===== config.mk =====
export PLATFORM = sky130hd
export DESIGN_NAME = pwmoe_top
export DESIGN_NICKNAME = d
export VERILOG_FILES = /design/src/rtl/pwmoe_phase.v /design/src/rtl/pwmoe_top.v
export VERILOG_INCLUDE_DIRS = /design/src /design/src/rtl
export SDC_FILE = /design/constraint.sdc
export NUM_CORES = 1
export LEC_CHECK = 0
export ABC_AREA = 1
export ABC_CLOCK_PERIOD_IN_PS = 2300
export BUFFER_PORTS_ARGS = -buffer_cell sky130_fd_sc_hd__buf_2
export CORE_ASPECT_RATIO = 0.8
export CORE_MARGIN = 2
export CORE_UTILIZATION = 40
export DETAILED_ROUTE_END_ITERATION = 16
export HOLD_SLACK_MARGIN = 0.05
export PLACE_DENSITY_LB_ADDON = 0.3
export SYNTH_ARGS = -nofsm -noshare
export SYNTH_HDL_FRONTEND = slang
export SYNTH_SLANG_ARGS = --single-unit

===== constraint.sdc =====
create_clock -name pclk -period 2.3 [get_ports pclk]
set_input_delay 0 -clock pclk [delete_from_list [all_inputs] [get_ports pclk]]
set_output_delay 0 -clock pclk [all_outputs]
set_load 0.1 [all_outputs]

===== src/rtl/pwmoe_consts.vh =====
// Register map, field positions, reset values and fixed bits of the PWM output control block.
`ifndef PWMOE_CONSTS_VH
`define PWMOE_CONSTS_VH

// ----------------------------------------------------------------------------
// Register byte addresses
// ----------------------------------------------------------------------------
`define PWMOE_ADDR_MASTER_EN   12'h000
`define PWMOE_ADDR_OUT_CTRL    12'h004
`define PWMOE_ADDR_WIDTH       12

// ----------------------------------------------------------------------------
// Master-enable fields
// ----------------------------------------------------------------------------
`define PWMOE_ME_GATE_LSB      0
`define PWMOE_ME_GATE_MSB      5
`define PWMOE_ME_GATE_RESET    6'h00
`define PWMOE_ME_FIXED_ONES    2'h3

// ----------------------------------------------------------------------------
// Output-control fields
// ----------------------------------------------------------------------------
`define PWMOE_OC_POS_LVL_BIT   0
`define PWMOE_OC_REV_LVL_BIT   1
`define PWMOE_OC_TOGGLE_BIT    6
`define PWMOE_OC_TOGGLE_RESET  1'h0
`define PWMOE_OC_POS_RESET     1'h0
`define PWMOE_OC_REV_RESET     1'h0

// ----------------------------------------------------------------------------
// Pin index layout inside the six-bit gate field
// ----------------------------------------------------------------------------
`define PWMOE_PHASES           3
`define PWMOE_REV_BASE         3
`define PWMOE_BUS_LATENCY      1

`endif


===== src/rtl/pwmoe_phase.v =====
// One phase of the count-start-synchronized and complementary PWM level logic.
`timescale 1ns/1ns

module pwmoe_phase (
    input  wire pclk,
    input  wire presetn,
    input  wire clk_en,
    input  wire count_start,
    input  wire dead_time_done,
    input  wire up_match,
    input  wire down_match,
    input  wire positive_level_select,
    input  wire reverse_level_select,
    output reg  pos_level,
    output reg  rev_level
);

    reg rev_hold;

    // ------------------------------------------------------------------------
    // Positive-phase level
    // ------------------------------------------------------------------------
    always @(posedge pclk or negedge presetn) begin
        if (!presetn) begin
            pos_level <= 1'b1;
        end else if (clk_en) begin
            if (count_start) begin
                pos_level <= ~positive_level_select;
            end else if (up_match) begin
                pos_level <= positive_level_select;
            end else if (down_match) begin
                pos_level <= ~positive_level_select;
            end
        end
    end

    // ------------------------------------------------------------------------
    // Reverse-phase level with dead-time hold
    // ------------------------------------------------------------------------
    always @(posedge pclk or negedge presetn) begin
        if (!presetn) begin
            rev_level <= 1'b1;
            rev_hold  <= 1'b0;
        end else if (clk_en) begin
            if (count_start) begin
                rev_level <= ~reverse_level_select;
                rev_hold  <= 1'b1;
            end else if (rev_hold) begin
                if (dead_time_done) begin
                    rev_level <= reverse_level_select;
                    rev_hold  <= 1'b0;
                end
            end else if (up_match) begin
                rev_level <= ~reverse_level_select;
            end else if (down_match) begin
                rev_level <= reverse_level_select;
            end
        end
    end

endmodule


===== src/rtl/pwmoe_top.v =====
// APB-controlled output gating and level selection for six three-phase PWM pins.
`timescale 1ns/1ns
`include "pwmoe_consts.vh"

module pwmoe_top (
    input  wire        pclk,
    input  wire        presetn,
    input  wire        clk_en,
    input  wire        psel,
    input  wire        penable,
    input  wire        pwrite,
    input  wire [11:0] paddr,
    input  wire [31:0] pwdata,
    input  wire [3:0]  pstrb,
    output wire        pready,
    output wire [31:0] prdata,
    output wire        pslverr,
    input  wire        pwm_mode,
    input  wire        count_start,
    input  wire        dead_time_done,
    input  wire        period_pulse,
    input  wire [2:0]  up_match,
    input  wire [2:0]  down_match,
    input  wire [5:0]  timer_wave,
    output wire        u_positive_pin,
    output wire        v_positive_pin,
    output wire        w_positive_pin,
    output wire        u_reverse_pin,
    output wire        v_reverse_pin,
    output wire        w_reverse_pin,
    output wire        u_positive_pin_oe,
    output wire        v_positive_pin_oe,
    output wire        w_positive_pin_oe,
    output wire        u_reverse_pin_oe,
    output wire        v_reverse_pin_oe,
    output wire        w_reverse_pin_oe,
    output wire        period_toggle_out
);

    // ------------------------------------------------------------------------
    // State
    // ------------------------------------------------------------------------
    reg  [5:0]  gate;
    reg         period_toggle_enable;
    reg         reverse_level_select;
    reg         positive_level_select;
    reg         ready_q;
    reg         slverr_q;
    reg  [31:0] rdata_q;
    wire [5:0]  pin_level;
    wire [5:0]  pin_drive;
    reg         toggle_q;
    reg  [31:0] next_rdata;
    reg         next_slverr;
    wire [2:0]  pos_level;
    wire [2:0]  rev_level;
    wire        access;
    wire        wr_done;
    wire        pwm_start;
    wire        pwm_dead;
    wire [2:0]  pwm_up;
    wire [2:0]  pwm_down;

    // ------------------------------------------------------------------------
    // Address decode
    // ------------------------------------------------------------------------
    function reg_hit;
        input [11:0] addr;
        input [11:0] offset;
        begin
            reg_hit = (addr[11:2] == offset[11:2]);
        end
    endfunction

    function mapped;
        input [11:0] addr;
        begin
            mapped = reg_hit(addr, `PWMOE_ADDR_MASTER_EN) |
                     reg_hit(addr, `PWMOE_ADDR_OUT_CTRL);
        end
    endfunction

    // ------------------------------------------------------------------------
    // APB slave handshake
    // ------------------------------------------------------------------------
    assign access  = psel & penable & ~ready_q;
    assign wr_done = psel & penable & ready_q & pwrite & ~slverr_q;

    always @* begin
        next_rdata  = 32'h0000_0000;
        next_slverr = ~mapped(paddr);
        if (!pwrite) begin
            if (reg_hit(paddr, `PWMOE_ADDR_MASTER_EN)) begin
                next_rdata[7:6] = `PWMOE_ME_FIXED_ONES;
                next_rdata[`PWMOE_ME_GATE_MSB:`PWMOE_ME_GATE_LSB] = gate;
            end else if (reg_hit(paddr, `PWMOE_ADDR_OUT_CTRL)) begin
                next_rdata[`PWMOE_OC_TOGGLE_BIT]  = period_toggle_enable;
                next_rdata[`PWMOE_OC_REV_LVL_BIT] = reverse_level_select;
                next_rdata[`PWMOE_OC_POS_LVL_BIT] = positive_level_select;
            end
        end
    end

    always @(posedge pclk or negedge presetn) begin
        if (!presetn) begin
            ready_q  <= 1'b0;
            slverr_q <= 1'b0;
            rdata_q  <= 32'h0000_0000;
        end else if (clk_en) begin
            ready_q  <= access;
            if (access) begin
                slverr_q <= next_slverr;
                rdata_q  <= next_rdata;
            end else begin
                slverr_q <= 1'b0;
                rdata_q  <= 32'h0000_0000;
            end
        end
    end

    assign pready  = ready_q;
    assign prdata  = rdata_q;
    assign pslverr = slverr_q;

    // ------------------------------------------------------------------------
    // Master-enable register
    // ------------------------------------------------------------------------
    always @(posedge pclk or negedge presetn) begin
        if (!presetn) begin
            gate <= `PWMOE_ME_GATE_RESET;
        end else if (clk_en) begin
            if (wr_done && pstrb[0] && reg_hit(paddr, `PWMOE_ADDR_MASTER_EN)) begin
                gate <= pwdata[`PWMOE_ME_GATE_MSB:`PWMOE_ME_GATE_LSB];
            end
        end
    end

    // ------------------------------------------------------------------------
    // Output-control register
    // ------------------------------------------------------------------------
    always @(posedge pclk or negedge presetn) begin
        if (!presetn) begin
            period_toggle_enable  <= `PWMOE_OC_TOGGLE_RESET;
            reverse_level_select  <= `PWMOE_OC_REV_RESET;
            positive_level_select <= `PWMOE_OC_POS_RESET;
        end else if (clk_en) begin
            if (wr_done && pstrb[0] && reg_hit(paddr, `PWMOE_ADDR_OUT_CTRL)) begin
                period_toggle_enable  <= pwdata[`PWMOE_OC_TOGGLE_BIT];
                reverse_level_select  <= pwdata[`PWMOE_OC_REV_LVL_BIT];
                positive_level_select <= pwdata[`PWMOE_OC_POS_LVL_BIT];
            end
        end
    end

    // ------------------------------------------------------------------------
    // PWM-mode qualified timer events
    // ------------------------------------------------------------------------
    assign pwm_start = pwm_mode & count_start;
    assign pwm_dead  = pwm_mode & dead_time_done;
    assign pwm_up    = pwm_mode ? up_match : 3'h0;
    assign pwm_down  = pwm_mode ? down_match : 3'h0;

    genvar ph;
    generate
        for (ph = 0; ph < `PWMOE_PHASES; ph = ph + 1) begin : g_phase
            pwmoe_phase u_phase (
                .pclk                  (pclk),
                .presetn               (presetn),
                .clk_en                (clk_en),
                .count_start           (pwm_start),
                .dead_time_done        (pwm_dead),
                .up_match              (pwm_up[ph]),
                .down_match            (pwm_down[ph]),
                .positive_level_select (positive_level_select),
                .reverse_level_select  (reverse_level_select),
                .pos_level             (pos_level[ph]),
                .rev_level             (rev_level[ph])
            );
        end
    endgenerate

    // ------------------------------------------------------------------------
    // Pin gating
    // ------------------------------------------------------------------------
    genvar pn;
    generate
        for (pn = 0; pn < 6; pn = pn + 1) begin : g_pin
            reg lvl_q;
            reg drv_q;
            always @(posedge pclk or negedge presetn) begin
                if (!presetn) begin
                    lvl_q <= 1'b0;
                    drv_q <= 1'b0;
                end else if (clk_en) begin
                    drv_q <= gate[pn];
                    if (!gate[pn]) begin
                        lvl_q <= 1'b0;
                    end else if (!pwm_mode) begin
                        lvl_q <= timer_wave[pn];
                    end else if (pn < `PWMOE_REV_BASE) begin
                        lvl_q <= pos_level[pn % `PWMOE_PHASES];
                    end else begin
                        lvl_q <= rev_level[pn % `PWMOE_PHASES];
                    end
                end
            end
            assign pin_level[pn] = lvl_q;
            assign pin_drive[pn] = drv_q;
        end
    endgenerate

    assign u_positive_pin    = pin_level[0];
    assign v_positive_pin    = pin_level[1];
    assign w_positive_pin    = pin_level[2];
    assign u_reverse_pin     = pin_level[3];
    assign v_reverse_pin     = pin_level[4];
    assign w_reverse_pin     = pin_level[5];
    assign u_positive_pin_oe = pin_drive[0];
    assign v_positive_pin_oe = pin_drive[1];
    assign w_positive_pin_oe = pin_drive[2];
    assign u_reverse_pin_oe  = pin_drive[3];
    assign v_reverse_pin_oe  = pin_drive[4];
    assign w_reverse_pin_oe  = pin_drive[5];

    // ------------------------------------------------------------------------
    // Period-synchronized toggle output
    // ------------------------------------------------------------------------
    always @(posedge pclk or negedge presetn) begin
        if (!presetn) begin
            toggle_q <= 1'b0;
        end else if (clk_en) begin
            if (period_toggle_enable && pwm_mode && period_pulse) begin
                toggle_q <= ~toggle_q;
            end
        end
    end

    assign period_toggle_out = toggle_q;

endmodule


Word level (Yosys, flattened, before mapping)
Cells that the tools add are included.
Word-level totals
  register bits after elaboration: 65
  input port bits: 70
  output and inout port bits: 47
  word-level logic and storage cells: 120
Operators by class
  equality and inequality tests: 4
  multiplexer cells: 52
  bitwise operators: 14
  reduce and logical (&&, ||, !) cells: 21
Operator list (count)
  $mux 1: 45
  $mux 8: 2
  $reduce_and 2->1: 6
  $reduce_bool 4->1: 3
  $eq 10x1->1 const B: 1
  $logic_not 10->1: 1
  $reduce_and 3->1: 3
  $reduce_bool 3->1: 3
  $and 1x1->1: 7
  $mux 3: 2
  $ne 3x3->1 const B: 2
  $not 1->1: 6
  $logic_and 1x1->1: 5
  $mux 2: 2
  $mux 4: 1
  $ne 3x1->1 const B: 1
  $or 1x1->1: 1

Depth between registers and ports, before layout
  depth in word-level cells: 7
  mapped depth: 9
  gate-level depth less buffers: 8

Hierarchy
Synthesis repeated with hierarchy kept, for this count alone.
Unflattened totals
  cell total of the unflattened synthesis: 307
  area total of the unflattened synthesis: 2347.3 µm²
By module, submodules not included
  pwmoe_top: instances 1, cells each 220, area an instance 1773.0 µm², seq. area each 800.8 µm²
  pwmoe_phase: instances 3, cells each 29, area an instance 191.4 µm², seq. area each 77.6 µm²

Worst setup path before layout
OpenSTA, ideal clock, no wires.
  kind: register -> register
  start: reg ready_q (netlist: pready)
  end: reg gate[1]
  library setup time: 0.117 ns
  data arrival time: 1.645 ns
  data required time: 2.183 ns
  setup slack: 0.537 ns
  cell stages (with the launch flop): 7
  path buffers: 1
  clock period less this slack: 1.763 ns
  cells stage by stage: dfrtp_1 > nand4_1 > nor2_2 > nand3_2 > buf_6 > nand2_1 > o21ai_2
On the way
  cells in the longest elaborated chain, start to end: 6
Ends and longest elaborated chain
  start, declared: line pwmoe_top.v:47  | reg ready_q;
  start signal, assigned: line pwmoe_top.v:110  | ready_q <= access;
  $and 1x1->1 (3 in series): line pwmoe_top.v:87  | assign wr_done = psel & penable & ready_q & pwrite & ~slverr_q;
  $logic_and 1x1->1 (2 in series): line pwmoe_top.v:132  | if (wr_done && pstrb[0] && reg_hit(paddr, `PWMOE_ADDR_MASTER_EN)) begin
  $reduce_and 2->1 (no source line)
  end signal, assigned: line pwmoe_top.v:130  | gate <= `PWMOE_ME_GATE_RESET;
  end signal, assigned: line pwmoe_top.v:133  | gate <= pwdata[`PWMOE_ME_GATE_MSB:`PWMOE_ME_GATE_LSB];
  end, declared: line pwmoe_top.v:43  | reg [5:0] gate;
Every way passes these cells.
A chain may end at the register's enable or synchronous reset.

Final worst setup path
  start: in paddr[3]
  end: reg gate[1]
On the way
  cells in the longest elaborated chain, start to end: 3
Ends and longest elaborated chain
  start, declared: line pwmoe_top.v:12  | input wire [11:0] paddr,
  $logic_not 10->1: line pwmoe_top.v:71  | reg_hit = (addr[11:2] == offset[11:2]);
  $logic_and 1x1->1: line pwmoe_top.v:132
  $reduce_and 2->1 (no source line)
Every way passes these cells.

==> key figures <==
Placement
  – Post-placement cell count: 396
  – Port Buffer Count: 62
  – DP Worst Slack: 0.829 ns
  – GPL Wtd Cong: 0.835
  – Post-DP Area: 0.00246 mm²
  – Placed wire-length estimate: 3.59 mm

Yosys
  – Yosys reg bits: 41
  – Cell count after synthesis: 277
  – Ys Warns: 0
  – Netlist Area Pre-Place: 0.00220 mm²
  – Yosys cell types: 28
  – Sequential fraction of the synthesis area: 46.9%
  – Mapped Avg Cell Area: 7.96 µm²

Layout
  – Commonest non-fill, non-tap cells in the layout: nand2_1, buf_2, dfrtp_1
  – Post-Layout Cell Count: 420
  – Leading cell type in the layout, fill and taps excluded: nand2_1
  – Area Growth Syn to Fin: 22.6%
  – Layout cell share with drive strength beyond 1: 26.2%
  – Antenna cells: 0
  – Post-route cell area: 0.00270 mm²
  – Final nets: 424

Setup path
  – CP max-delay cell: dlygate4sd3_1
  – Crit-path max FO: 12
  – Critical path, cell by cell: dlygate4sd3_1, buf_2, nor2_1, nand3_2, nand2_1, o21ai_2
  – Worst r2r src: pslverr
  – Worst Reg-to-Reg Cells: 6
  – Startpoint Class: primary input
  – Reg-to-Reg End: gate[1]
  – CP max stage delay: 0.52 ns
  – WP data arrival: 1.50 ns
  – Internal reg-to-reg setup slack: 1.00 ns
  – Req. time, crit path: 2.48 ns
  – CP Class: primary input to flop
  – Critical Path End Type: flop

Clock network
  – Clk slew on worst S/H paths: 0.07 ns
  – Num CTS Buffers: 5
  – Post-CTS setup buffer count: 0
  – CTS Hold Buffers Added: 16
  – CTS Root Cell: clkbuf_8
  – Latest clock arrival within the worst-skew pair: 0.29 ns
  – H-tree levels: 2
  – CTS tree: yes
  – CTS resizes: 0
  – CTS max path bufs: 2
  – CTS Sinks: 41

Die
  – Starting Density: 41.0%
  – Core Footprint: 0.00538 mm²
  – Area of the die: 0.00612 mm²
  – Die Height: 70.4 µm
  – Top-level port count: 117
  – Die Wd: 87 µm
  – Row count: 24

Hold path
  – HP Class: primary input to flop
  – WHS Path Cells: 4
  – HP Start: pwrite
  – Hold-critical path endpoint: prdata[1]

Global route
  – Number of global-route vias before repair: 1,820
  – GRT met2 Usage: 26.7%
  – Pin count of the biggest net entering global routing: 42
  – Global-route wire length before repair: 8.03 mm
  – Met3 Use GR: 3.55%
  – GRT Total Usage: 16.8%
  – Antenna violations before repair: 0
  – GRT busiest layer: met2
  – Grt ovf: 0
  – Grt met1 use: 22.4%

Detailed routing
  – DR vias: 1,919
  – DRT iter0 DRCs: 108
  – DRC viols: 0
  – DR vias/cell: 4.57
  – Routed len/inst: 11.5 µm
  – First-pass detailed-route iteration total: 4
  – Routed Antenna Nets: 0
  – WL final: 4.85 mm

Timing
  – Setup TNS: 0 ns
  – RSZ-0062 raised after global routing: no
  – Final setup viols: 0
  – Min cycle time layout: 1.33 ns
  – Slew @ Worst Pin: 0.904 ns
  – Clk_skew: 0.00612 ns
  – Hold_ws: 0.0823 ns
  – Slew HR: 39.8%
  – Part of the cycle the worst path needs: 57.7%
  – Max-slew violations: 0
  – Final hold violation count: 0
  – Max Fclk: 754 MHz
  – Setup ws final: 0.973 ns

Power and ir drop
  – Switch share: 37.5%
  – Int Pwr: 1.07 mW
  – Flop pwr share: 46.4%
  – PD cells: 635 mW/mm²
  – Comb pwr share: 27.0%
  – Leak: 1.47 nW
  – Switching power total: 644 µW
  – Max rail drop VDD: 0.000437 V
  – Clock power share: 26.6%

Run
  – Max_cap viols: 0

Status
  – Status: complete, no violations
stage by stage:
step | total power, mW | utilization [%]
2_1_floorplan | 1.20 | -
3_3_place_gp | 1.25 | 45.7
3_5_place_dp | 1.25 | 45.7
4_1_cts | 1.74 | 50.3
5_1_grt | 1.81 | 50.3
6_report | 1.72 | 50.3
worst max-delay path, delay by kind of cell:
kind / cells / cell delay (ns)
buffers and inverters: 2 / 0.65
AOI/OAI and AO/OA: 1 / 0.06
and+or+nand+nor: 3 / 0.79
cells by family (layout without fill, tap and decap cells):
kind of cell,count (synthesis),in the layout,synth area share (%)
xor gates and xnor gates,4,4,1.59
buffers and inverters,54,109,14.2
AOI/OAI and AO/OA,34,34,9.59
and+or+nand+nor,143,143,27.5
other,1,24,0.170
DFF,41,41,46.9
worst max path at each step:
| stage | from | end | slack [ns] | cells past startpoint |
|---|---|---|---|---|
| after floorplan | pready | gate[1] | 0.54 | 6 |
| after global placement | clk_en | gate[2] | 0.84 | 8 |
| after detailed placement | clk_en | gate[2] | 0.83 | 8 |
| after CTS | paddr[3] | gate[2] | 0.98 | 6 |
| after global routing | paddr[3] | gate[2] | 0.84 | 6 |
| final | paddr[3] | gate[1] | 0.97 | 6 |
power groups by stage:
stage / Sequential [mW] / Clock [mW] / Combinational, mW
after floorplan: 0.893 / 0 / 0.304
after global placement: 0.810 / 0 / 0.438
after detailed placement: 0.811 / 0 / 0.444
after CTS: 0.797 / 0.475 / 0.465
after global routing: 0.803 / 0.507 / 0.496
final: 0.796 / 0.456 / 0.464
flip-flops by register name, indices dropped and copies added (netlist names), 3 cells and up:
signal	count
g_phase.u_phase.rev_level	3
g_phase.u_phase.rev_hold	3
gate	6
prdata	8
g_phase.u_phase.pos_level	3
metal layers:
layer / part of all wire [%] / wire, µm
met1: 48 / 2330
met2: 45 / 2190
met3: 5.3 / 259
met4: 1.4 / 70
met5: 0 / 0
area by class of cell:
class,instances,area (µm²)
clock buffer,5,68.8
clock inverter,3,17.5
fill,540,2670
inverter,23,88.8
multi-input combinational,205,943
sequential,41,1030
tap,65,81.3
timing repair buffer,78,470
cell usage after synthesis (all sizes together):
master / number / area, µm²
inv: 23 / 88.8
a21oi: 2 / 10.0
nor3: 3 / 15.0
buf: 29 / 218
nand3: 7 / 40.0
nand2: 86 / 323
o211ai: 1 / 7.51
nor2: 35 / 151
xor2: 3 / 26.3
clkbuf: 2 / 7.51
conb: 1 / 3.75
dfstp: 6 / 158
o21ai: 24 / 143
o22ai: 1 / 6.26
xnor2: 1 / 8.76
or2: 4 / 25.0
dfrtp: 35 / 876
o31ai: 6 / 45.0
nand4: 6 / 37.5
nand3b: 2 / 15.0
Note: power is estimated with default switching activity, not from simulation.
